**config.mk**
```make
export PLATFORM = sky130hd
export DESIGN_NAME = csv_seek_ctrl
export DESIGN_NICKNAME = d
export VERILOG_FILES = /design/src/csv_pkg.sv /design/src/csv_seek_ctrl.sv
export SDC_FILE = /design/constraint.sdc
export NUM_CORES = 1
export LEC_CHECK = 0
export ABC_AREA = 0
export BUFFER_PORTS_ARGS = -buffer_cell sky130_fd_sc_hd__buf_2
export CAP_MARGIN = 20
export CORE_MARGIN = 2
export CORE_UTILIZATION = 32
export CTS_CLUSTER_SIZE = 28
export DETAILED_ROUTE_END_ITERATION = 16
export PLACE_DENSITY = 0.47
export SLEW_MARGIN = 40
export SYNTH_ARGS = -nofsm -noshare
export SYNTH_HDL_FRONTEND = slang
export SYNTH_SLANG_ARGS = --single-unit
```
**constraint.sdc**
```tcl
create_clock -name mclk -period 10.9 [get_ports mclk]
set_clock_uncertainty 0.15 [all_clocks]
set_input_delay 1.635 -clock mclk [delete_from_list [all_inputs] [get_ports mclk]]
set_output_delay 1.635 -clock mclk [all_outputs]
set_load 0.01 [all_outputs]
```
**src/csv_pkg.sv**
```systemverilog
// Purpose: shared constants and carriers for the coarse seek controller
// Assumes: 20 MHz mclk, one clock domain
// Notes:   all time counts in mclk cycles except UPD_NS, which is in ns
package csv_pkg;
   localparam int TRK_W          = 8;   // tracks-to-go width, max 255
   localparam int TIM_W          = 16;  // crossing-interval timer width
   localparam int DAC_W          = 12;  // desired-current register width
   localparam int CLK_MHZ        = 20;
   localparam int UPD_NS         = 1000; // desired-current update period
   localparam int UPD_CYC        = (UPD_NS * CLK_MHZ) / 1000;
   localparam int SWITCH_TRK     = 12;  // high/low speed switch-over
   localparam int SLEW_MAX       = 64;  // largest step per update
   localparam int GAIN_SHIFT     = 2;   // error to current scaling
   localparam int TIMEOUT_CYC    = 1000000; // seek fault timeout
   localparam logic [TRK_W-1:0] TRK_RST = 8'h00;
   localparam logic [TIM_W-1:0] TIM_RST = 16'h0000;
   localparam logic [DAC_W-1:0] DAC_ZERO = 12'h000;

   typedef enum logic [1:0] {
      CSV_IRQ_SEEK  = 2'd0,
      CSV_IRQ_HOME  = 2'd1,
      CSV_IRQ_ABORT = 2'd2,
      CSV_IRQ_SPARE = 2'd3
   } csv_irq_t;

   // seek command from the supervisory processor
   typedef struct packed {
      logic                 start;
      logic                 inward;
      logic [TRK_W-1:0]     tracks;
   } csv_cmd_t;

   // end-of-seek report
   typedef struct packed {
      logic                 done;
      logic                 ok;
   } csv_stat_t;

   typedef enum logic [0:0] {
      CSV_SPD_LOW  = 1'b0,
      CSV_SPD_HIGH = 1'b1
   } csv_spd_t;
endpackage : csv_pkg

```
**src/csv_seek_ctrl.sv**
```systemverilog
// Purpose: coarse velocity loop of a voice-coil seek controller
// Assumes: crossing pulses and supervisory inputs are asynchronous pins
// Notes:   velocity table is a constant function, no file read
//
// How it works
// - supervisor inputs raise individually maskable events to the seek logic.
// - tracks-to-go counts down by one per crossing during a seek.
// - crossing timer measures time between crossings, readable as output.
// - coarse mode runs until within half a track of destination.
// - velocity table indexed by tracks-to-go, maximum at 255.
// - one table for all seeks; entry chosen by current tracks-to-go.
// - each crossing fetches desired velocity and latches velocity error.
// - between crossings desired current is recomputed and output repeatedly.
// - long seeks switch from high to low speed at a threshold.
// - short seeks stay in low-speed measurement throughout.
// - high-speed table value is a desired time per track.
// - high-speed actual velocity is the timer's time-per-track count.
// - each desired-current step is slew limited by filtering.
// - current sign selects direction, magnitude sets force.
// - direction and first desired velocity come from the destination.
// - every seek ends with a success or failure report.
// - 12-bit current register loads on strobe, servo clear zeroes it.
// - at half a track to go, hand over to the fine loop.
`timescale 1ns/1ps
`default_nettype none
module csv_seek_ctrl #(
   parameter int TIMEOUT = csv_pkg::TIMEOUT_CYC,
   parameter int SWITCH  = csv_pkg::SWITCH_TRK
) (
   // clock and reset
   input  wire logic                          mclk,
   input  wire logic                          rst,
   // supervisory processor
   input  wire csv_pkg::csv_cmd_t             cmd,
   input  wire logic [3:0]                    sup_evt,
   input  wire logic [3:0]                    evt_mask,
   input  wire logic                          servo_clear,
   output csv_pkg::csv_stat_t                 stat,
   output logic [3:0]                         evt_pend,
   // track-crossing pulse pin
   input  wire logic                          xing_pin,
   // desired-current converter
   output logic [csv_pkg::DAC_W-1:0]          dac_data,
   output logic                               dac_load,
   // observed state
   output logic [csv_pkg::TRK_W-1:0]          tracks_to_go,
   output logic [csv_pkg::TIM_W-1:0]          xing_time,
   output logic                               coarse_active,
   output logic                               fine_handover,
   output logic                               high_speed
);
   typedef enum logic [1:0] {S_IDLE, S_COARSE, S_DONE} csv_st_t;
   localparam int TW = csv_pkg::TIM_W;
   localparam int DW = csv_pkg::DAC_W;
   localparam int NW = 20; // signed current working width, holds error << 2

   csv_st_t                  st_r;
   logic [2:0]               xing_sy_r;
   logic [1:0]               start_sy_r;
   logic                     start_d_r;
   logic [1:0]               clr_sy_r;
   logic [csv_pkg::TRK_W:0]  arg_s0_r;
   logic [csv_pkg::TRK_W:0]  arg_s1_r;
   logic [3:0]               evt_s0_r;
   logic [3:0]               evt_s1_r;
   logic [3:0]               evt_d_r;
   logic [3:0]               pend_r;
   logic [csv_pkg::TRK_W-1:0] ttg_r;
   logic [TW-1:0]            tim_r;
   logic [TW-1:0]            cap_r;
   logic                     inward_r;
   logic                     hs_r;
   logic signed [NW-1:0]     err_r;
   logic signed [NW-1:0]     cur_r;
   logic [DW-1:0]            dac_r;
   logic                     load_r;
   logic [15:0]              upd_cnt_r;
   logic [31:0]              to_cnt_r;
   logic                     done_r;
   logic                     ok_r;

   // table: desired time per track, grows as tracks-to-go shrink
   function automatic logic [TW-1:0] vel_tab(input logic [7:0] t);
      logic [TW-1:0] v;
      logic [16:0]   d;
      // 17 bits so the square of 256 at zero tracks does not wrap
      d = 17'(9'd256 - 9'(t));
      v = 16'h0040 + 16'((d * d) >> 4);
      return v;
   endfunction : vel_tab

   // pin synchronisers; logic reads the second stage, the crossing edge detect also the third
   always_ff @(posedge mclk)
   begin
      xing_sy_r  <= {xing_sy_r[1:0], xing_pin};
      start_sy_r <= {start_sy_r[0], cmd.start};
      clr_sy_r   <= {clr_sy_r[0], servo_clear};
      evt_s0_r   <= sup_evt;
      evt_s1_r   <= evt_s0_r;
      arg_s0_r   <= {cmd.inward, cmd.tracks};
      arg_s1_r   <= arg_s0_r;
   end

   wire xing_ev  = xing_sy_r[1] & ~xing_sy_r[2];
   wire start_ev = start_sy_r[1] & ~start_d_r;
   wire clr_s    = clr_sy_r[1];
   wire dir_s    = arg_s1_r[csv_pkg::TRK_W];
   wire [csv_pkg::TRK_W-1:0] trk_s = arg_s1_r[csv_pkg::TRK_W-1:0];
   wire seeking  = (st_r == S_COARSE);
   wire [3:0] evt_rise = evt_s1_r & ~evt_d_r;
   wire [3:0] evt_live = pend_r & ~evt_mask;
   wire abort_ev = evt_live[csv_pkg::CSV_IRQ_ABORT];
   wire [csv_pkg::TRK_W-1:0] ttg_dec = ttg_r - 8'h01;
   wire at_zero  = seeking & xing_ev & (ttg_r == 8'h01);
   wire timeout  = seeking & (to_cnt_r >= 32'(TIMEOUT));
   wire upd_tick = (upd_cnt_r == 16'(csv_pkg::UPD_CYC - 1));

   // desired velocity and measured value in time-per-track form; the
   // low-speed position sensing sits outside, so the timer serves both
   wire [TW-1:0] want_t = vel_tab(ttg_dec);
   wire [TW-1:0] meas_t = tim_r;
   wire signed [NW-1:0] err_nxt =
      NW'($signed({2'b00, meas_t})) - NW'($signed({2'b00, want_t}));
   // slower than wanted (positive error) means push harder
   wire signed [NW-1:0] raw = (err_r <<< csv_pkg::GAIN_SHIFT);
   // clamp before the filter so it never winds up past the converter range
   wire signed [NW-1:0] mag =
      (raw >  NW'(2047)) ?  NW'(2047) :
      (raw < -NW'(2047)) ? -NW'(2047) : raw;
   wire signed [NW-1:0] tgt = inward_r ? mag : -mag;
   // filter the signed output itself so a reversal between seeks slews too
   wire signed [NW-1:0] diff = tgt - cur_r;
   wire signed [NW-1:0] step =
      (diff >  NW'(csv_pkg::SLEW_MAX)) ?  NW'(csv_pkg::SLEW_MAX) :
      (diff < -NW'(csv_pkg::SLEW_MAX)) ? -NW'(csv_pkg::SLEW_MAX) : diff;
   wire signed [NW-1:0] cur_nxt = cur_r + step;
   wire [DW-1:0] dac_nxt = cur_nxt[DW-1:0];

   // supervisory events stick until served; set beats clear
   always_ff @(posedge mclk)
   begin
      if (rst)
         pend_r <= 4'h0;
      else
         pend_r <= evt_rise | (pend_r & ~(evt_live & {4{start_ev}}));
   end

   always_ff @(posedge mclk)
   begin
      if (rst)
      begin
         evt_d_r   <= 4'h0;
         start_d_r <= 1'b0;
      end
      else
      begin
         evt_d_r   <= evt_s1_r;
         start_d_r <= start_sy_r[1];
      end
   end

   // seek sequencing
   always_ff @(posedge mclk)
   begin
      if (rst)
      begin
         st_r     <= S_IDLE;
         ttg_r    <= csv_pkg::TRK_RST;
         inward_r <= 1'b0;
         hs_r     <= 1'b0;
         done_r   <= 1'b0;
         ok_r     <= 1'b0;
      end
      else
      begin
         done_r <= 1'b0;
         unique case (st_r)
            S_IDLE:
               if (start_ev && trk_s != 8'h00)
               begin
                  st_r     <= S_COARSE;
                  ttg_r    <= trk_s;
                  inward_r <= dir_s;
                  hs_r     <= (trk_s > 8'(SWITCH));
               end
               else if (start_ev)
               begin
                  st_r   <= S_DONE;
                  done_r <= 1'b1;
                  ok_r   <= 1'b1;
               end
            S_COARSE:
               if (abort_ev || timeout)
               begin
                  st_r   <= S_DONE;
                  done_r <= 1'b1;
                  ok_r   <= 1'b0;
               end
               else if (at_zero)
               begin
                  st_r   <= S_DONE;
                  ttg_r  <= 8'h00;
                  done_r <= 1'b1;
                  ok_r   <= 1'b1;
               end
               else if (xing_ev)
               begin
                  ttg_r <= ttg_dec;
                  if (ttg_dec <= 8'(SWITCH))
                     hs_r <= 1'b0;
               end
            S_DONE:
               if (start_ev && trk_s != 8'h00)
               begin
                  st_r     <= S_COARSE;
                  ttg_r    <= trk_s;
                  inward_r <= dir_s;
                  hs_r     <= (trk_s > 8'(SWITCH));
               end
               else if (start_ev)
               begin
                  done_r <= 1'b1;
                  ok_r   <= 1'b1;
               end
         endcase
      end
   end

   // crossing timer: capture and restart on every crossing
   always_ff @(posedge mclk)
   begin
      if (rst)
      begin
         tim_r <= csv_pkg::TIM_RST;
         cap_r <= csv_pkg::TIM_RST;
      end
      else if (xing_ev)
      begin
         cap_r <= tim_r;
         tim_r <= csv_pkg::TIM_RST;
      end
      else if (tim_r != {TW{1'b1}})
         tim_r <= tim_r + 16'h0001;
   end

   // latch velocity error at each crossing
   always_ff @(posedge mclk)
   begin
      if (rst || !seeking)
         err_r <= '0;
      else if (xing_ev)
         err_r <= err_nxt;
   end

   // periodic update of desired current between crossings
   always_ff @(posedge mclk)
   begin
      if (rst)
         upd_cnt_r <= 16'h0000;
      else if (upd_tick || !seeking)
         upd_cnt_r <= 16'h0000;
      else
         upd_cnt_r <= upd_cnt_r + 16'h0001;
   end

   always_ff @(posedge mclk)
   begin
      if (rst)
         to_cnt_r <= 32'h0000_0000;
      else if (!seeking || xing_ev)
         to_cnt_r <= 32'h0000_0000;
      else
         to_cnt_r <= to_cnt_r + 32'h0000_0001;
   end

   // servo clear wins over any load so no force is applied
   always_ff @(posedge mclk)
   begin
      if (rst || clr_s)
      begin
         cur_r  <= '0;
         dac_r  <= csv_pkg::DAC_ZERO;
         load_r <= 1'b0;
      end
      else if (seeking && upd_tick)
      begin
         cur_r  <= cur_nxt;
         dac_r  <= dac_nxt;
         load_r <= 1'b1;
      end
      else
         load_r <= 1'b0;
   end

   assign stat          = csv_pkg::csv_stat_t'{done: done_r, ok: ok_r};
   assign evt_pend      = pend_r;
   assign dac_data      = dac_r;
   assign dac_load      = load_r;
   assign tracks_to_go  = ttg_r;
   assign xing_time     = cap_r;
   assign coarse_active = seeking;
   assign fine_handover = (st_r == S_DONE) & ok_r;
   assign high_speed    = hs_r;
endmodule : csv_seek_ctrl
`default_nettype wire

```
---- Word level (Yosys, flattened, before mapping) ----
Cells that the tools add are included.
word-level totals
  logic and storage cells ................. 126
  output and inout bits ................... 46
  bits in registers ....................... 186
  input port bits ......................... 22
cells by class
  $mul .................................... 1
  add/subtract/negate cells ............... 10
  equal/unequal tests ..................... 16
  bitwise gates (word level) .............. 16
  magnitude comparators ................... 7
  multiplexer cells ....................... 33
  reduce and logical (&&, ||, !) cells .... 19
operators with widths
  kind                   count
  $mux 20                5
  $add 16x1->16 const B  2
  $add 32x1->32 const B  1
  $ge 32x20->1 const B   1
  $mux 8                 4
  $add 20x20->20         1
  $gt 20x8->1 const B    1
  $lt 20x7->1 const B    1
  $neg 20->20            1
  $sub 20x20->20         1
  $gt 19x12->1 const B   1
  $lt 19x12->1 const B   1
  $mul 10x10->17         1
  $sub 16x14->17         1
  $and 4x4->4            4
  $eq 16x5->1 const B    1
  $ne 16x16->1 const B   1
  $pmux 8 s2             1
  $add 7x13->14 const A  1
  $mux 1                 14
  $not 4->4              3
  $mux 2                 5
  $ne 2x2->1 const B     5
  $sub 9x8->10 const A   1
  24 further kinds       44

---- Logic depth before layout (Yosys ltp) ----
  depth after elaboration ................. 10
  mapped depth ............................ 40

---- Worst setup path before layout ----
Ideal clock, no wire load.
  path kind ............................... flip-flop to flip-flop
  start point ............................. register ttg_r, in the netlist tracks_to_go[0]
  end point ............................... register err_r[14]
  path slack .............................. 2.946 ns
  arrival time ............................ 7.672 ns
  period minus slack after synthesis ...... 7.954 ns
  cell stages (with the launch flop) ...... 36
  buffers on the path ..................... 1
  cell sequence ........................... dfxtp_1 -> clkbuf_1 -> inv_1 -> ha_1 -> xnor2_1 -> nand3_1 -> nor3_1 -> nand3_1 -> xor2_1 -> or2_2 -> inv_1 -> ha_1 -> ha_1 -> inv_1 -> fa_1 -> fa_1 -> inv_1 -> fa_1 -> ha_1 -> and2_1 -> o21ai_0 -> o31ai_1 -> o21a_1 -> o21a_1 -> nor3_1 -> nor2_1 -> ha_1 -> inv_1 -> ha_1 -> and3_1 -> a211oi_1 -> o21bai_1 -> a21o_1 -> a31oi_1 -> xnor2_1 -> a21oi_1
on the way
  word-level cells in the longest chain between the ends .. 5
ends and longest elaborated chain
  item                    RTL line              source
  from (decl)             csv_seek_ctrl.sv:68   logic [csv_pkg::TRK_W-1:0] ttg_r;
  from (signal assigned)  csv_seek_ctrl.sv:168  ttg_r <= csv_pkg::TRK_RST;
  from (signal assigned)  csv_seek_ctrl.sv:182  ttg_r <= trk_s;
  from (signal assigned)  csv_seek_ctrl.sv:208  ttg_r <= ttg_dec;
  $sub 8x1->8             csv_seek_ctrl.sv:113  wire [csv_pkg::TRK_W-1:0] ttg_dec = ttg_r - 8'h01;
  $sub 9x8->10            csv_seek_ctrl.sv:87   d = 17'(9'd256 - 9'(t));
  $mul 10x10->17          csv_seek_ctrl.sv:88   v = 16'h0040 + 16'((d * d) >> 4);
  $add 7x13->14           csv_seek_ctrl.sv:88
  $sub 16x14->17          csv_seek_ctrl.sv:123  NW'($signed({2'b00, meas_t})) - NW'($signed({2'b00, want_t}));
  to (signal assigned)    csv_seek_ctrl.sv:252  err_r <= err_nxt;
  to (decl)               csv_seek_ctrl.sv:73   logic signed [NW-1:0] err_r;
No other way between the ends.
A chain may end at the register's enable or synchronous reset.

---- Final worst setup path ----
  start point ............................. register err_r[0]
  end point ............................... register cur_r[18]
on the way
  word-level cells in the longest chain between the ends .. 10
  elaborated cells on any way between the ends .. 12
  classes of those cells .................. 3 x add/sub; 4 x order compare; 5 x mux
ends and longest elaborated chain
  item                  RTL line              source
  $lt 19x12->1          csv_seek_ctrl.sv:129  (raw < -NW'(2047)) ? -NW'(2047) : raw;
  $mux 20               csv_seek_ctrl.sv:129
  $mux 20 *             csv_seek_ctrl.sv:128  (raw > NW'(2047)) ? NW'(2047) :
  $neg 20->20           csv_seek_ctrl.sv:130  wire signed [NW-1:0] tgt = inward_r ? mag : -mag;
  $mux 20 *             csv_seek_ctrl.sv:130
  $sub 20x20->20 *      csv_seek_ctrl.sv:132  wire signed [NW-1:0] diff = tgt - cur_r;
  $lt 20x7->1           csv_seek_ctrl.sv:135  (diff < -NW'(csv_pkg::SLEW_MAX)) ? -NW'(csv_pkg::SLEW_MAX) : diff;
  $mux 20               csv_seek_ctrl.sv:135
  $mux 20 *             csv_seek_ctrl.sv:134  (diff > NW'(csv_pkg::SLEW_MAX)) ? NW'(csv_pkg::SLEW_MAX) :
  $add 20x20->20 *      csv_seek_ctrl.sv:136  wire signed [NW-1:0] cur_nxt = cur_r + step;
  to (signal assigned)  csv_seek_ctrl.sv:287  cur_r <= cur_nxt;
  to (decl)             csv_seek_ctrl.sv:74   logic signed [NW-1:0] cur_r;
Every way passes the cells marked *; elsewhere a longest branch is shown, timed or not.

==> run metrics <==
status finished clean; layout cells sized above 1 0.0887; fin crit share 0.840; cell area after synthesis 12300 sq um; Slew headroom 0.535; Crit Path Category reg2reg; Die Height 200 um; ANT nets after route 0; initial antenna violation count 0; post-CTS resize count 0; clock-pin slew on the worst setup and hold paths 0.08 ns; CTS buffer count 17; cells on worst reg2reg path 36; routed via count 10078; DRC viols 0; GRT Total Usage 0.155; Crit path required time 11.09 ns; I/O Pins 68; P&R area growth vs syn 10.9%; CTS tree yes; ys flop type dfxtp_1; Sink Count 174; RSZ-0062 raised after global routing no; Period minus WS final 9.16 ns; total negative slack 0 ns; CP endpoint cur_r[18]$_SDFFE_PP0P_; most numerous cell in the Yosys netlist nor2_1; Final Max Slew Viols 0; Max Cap Violations 0; mux contribution to synthesized area 0.0128; hold crit path type reg2reg; antenna cells 0; Max H-tree Level 4; fin util 0.361; post-CTS setup buffers 0; Worst path max stage delay 0.52 ns; Synth area leaders dfxtp_1 (28%), ha_1 (12%), fa_1 (6.0%), nor2_1 (5.7%), a21oi_1 (4.7%); largest net degree at the start of global routing 45; final wirelength 29600 um; Adder-Cell Fraction of Synth Area 0.184; metal3 WL 987 um; Synth Area in Simple Gates 0.211; Synth top area share 0.283; Worst path slowest cell or3_1; FF-to-FF End cur_r[18]$_SDFFE_PP0P_; die span in x 200 um; DRT Pass-1 Iters 5; sequential share of the synthesized area 0.283; DR vias/cell 4.88; Starting DRT DRC Count 448; hold_buf cts 0; Worst Setup SP err_r[0]$_SDFFE_PP0P_; Yosys top cell by area dfxtp_1; initial core utilization 0.326; reg2reg setup slack 1.74 ns; Syn. warnings 0; highest routed metal layer met4; M1 WL 14400 um; reg-to-reg startpoint err_r[0]$_SDFFE_PP0P_; largest family of logic cells by synthesized area simple AND/OR/NAND/NOR gates; Synth top cells by count nor2_1 (186), dfxtp_1 (174), nand2_1 (127), ha_1 (122), inv_1 (120); Worst-Skew Late Latency 0.45 ns; crit path max fanout 23; Wirelength per Cell 14.3 um; grt ovf 0; clk buf depth 2; crit start category register; Avg Inst Size Synth 8.12 sq um; XOR/XNOR share of the synthesized area 0.0862; WP data arrival 9.35 ns; first-pass GRT wire length 49500 um; Post-Syn Instances 1513; Most common cell on crit path ha_1; area of the core 37800 sq um; Fin. Hold Viols 0; Final setup viols 0; Post-synth EDFFs 0; # rows 71; die footprint 40000 sq um; Async S/R FF share, synth 0; number of synthesized register bits 174; Compound-Gate Fraction of Synth Area 0.160; Setup crit end kind register; actual slew at the worst max-slew pin 0.693 ns; vias in the first global route 9920; Netlist cell types 76; IO buf count 67; fmax 109 MHz; DP Wirelength 22900 um; routed wl met2 13800 um; Final nets 1724; CTS root buf clkbuf_16; Placer Congestion 0.820
[worst min-delay path by stage]
stage / slack [ns] / depth (start not counted) / from / to
finish: 0.18 / 0 / arg_s0_r[0]$_DFF_P_ / arg_s1_r[0]$_DFF_P_
global route: 0.19 / 0 / arg_s0_r[5]$_DFF_P_ / arg_s1_r[5]$_DFF_P_
CTS: 0.18 / 0 / arg_s0_r[8]$_DFF_P_ / arg_s1_r[8]$_DFF_P_
detailed placement: 0.16 / 0 / arg_s0_r[7]$_DFF_P_ / arg_s1_r[7]$_DFF_P_
global placement: 0.16 / 0 / arg_s0_r[8]$_DFF_P_ / arg_s1_r[8]$_DFF_P_
floorplan: 0.16 / 0 / arg_s0_r[0]$_DFF_P_ / arg_s1_r[0]$_DFF_P_
[registers in the layout, indices dropped and copies added (netlist names), 3 cells and up]
name and cells:
evt_s0_r 4, upd_cnt_r 16, arg_s0_r 9, cur_r 20, to_cnt_r 32, err_r 17
evt_d_r 4, evt_pend 4, meas_t 16, evt_s1_r 4, xing_sy_r 3, tracks_to_go 8
xing_time 16, arg_s1_r 9
[stage by stage]
| stage | setup WS [ns] | cells | area, sq um | hold slack [ns] |
|---|---|---|---|---|
| 3_5_place_dp | 1.78 | 2035 | 13000 | 0.162 |
| 6_report | 1.74 | 2067 | 13600 | 0.179 |
| 5_1_grt | 0.852 | 2067 | 13600 | 0.186 |
| 2_1_floorplan | 2.95 | 1515 | 12300 | 0.160 |
| 3_3_place_gp | 1.97 | 2035 | 13000 | 0.160 |
| 4_1_cts | 1.74 | 2067 | 13600 | 0.180 |
[critical path, delay by kind of cell (launching register included)]
family          cells  cell delay, ns
compound gates     15            3.31
simple gates       12            2.41
fa+ha+maj           5            1.89
buf+inv             3            0.60
flops               1            0.36
xor+xnor            1            0.31
[final cells by class]
type / instances / area (sq um)
Clock buffer: 17 / 425
Multi-Input combinational cell: 1156 / 8070
Inverter: 121 / 454
Sequential cell: 174 / 3480
Timing Repair Buffer: 73 / 380
Clock inverter: 15 / 173
Fill cell: 3991 / 24100
Tap cell: 511 / 639
[metal layers]
| layer | vias to the layer above | global-route usage |
|---|---|---|
| li1 | 5240 | - |
| met1 | 4684 | 0.205 |
| met2 | 128 | 0.258 |
| met3 | 26 | 0.0287 |
| met4 | 0 | 0.0458 |
| met5 | - | 0 |
[cell usage in the layout (no fill, tap or decap), types with 5 or more instances in the layout]
master and n:
nand4_1 13, o21a_1 19, and2_1 8, clkinv_8 5, nand3_1 44, a31oi_1 6
o31ai_1 6, or3_1 28, dfxtp_1 174, o211ai_1 5, xnor2_1 61, a21o_1 23
nor3_1 42, nor2_1 186, a22oi_1 7, a21oi_1 116, ha_1 122, nor4_1 14
mux2i_1 12, a211oi_1 24, buf_4 6, or2_2 12, o22ai_1 6, buf_2 67
o21ai_0 53, nor2b_1 18, fa_1 37, clkbuf_16 17, nand2b_1 19, and3_1 23
xor2_1 55, nand2_1 126, inv_1 120, o21bai_1 7
[kinds of logic (layout without fill, tap and decap cells)]
group | count (synthesis) | in the layout
compound gates | 310 | 310
xor+xnor | 118 | 118
fa+ha+maj | 159 | 159
buf+inv | 185 | 226
flops | 174 | 174
mux | 15 | 15
other cells | 1 | 3
simple gates | 551 | 551
Power is left out: the tool's default activity adds up to more than one toggle a clock period on the data nets, which glitch-free logic cannot reach.
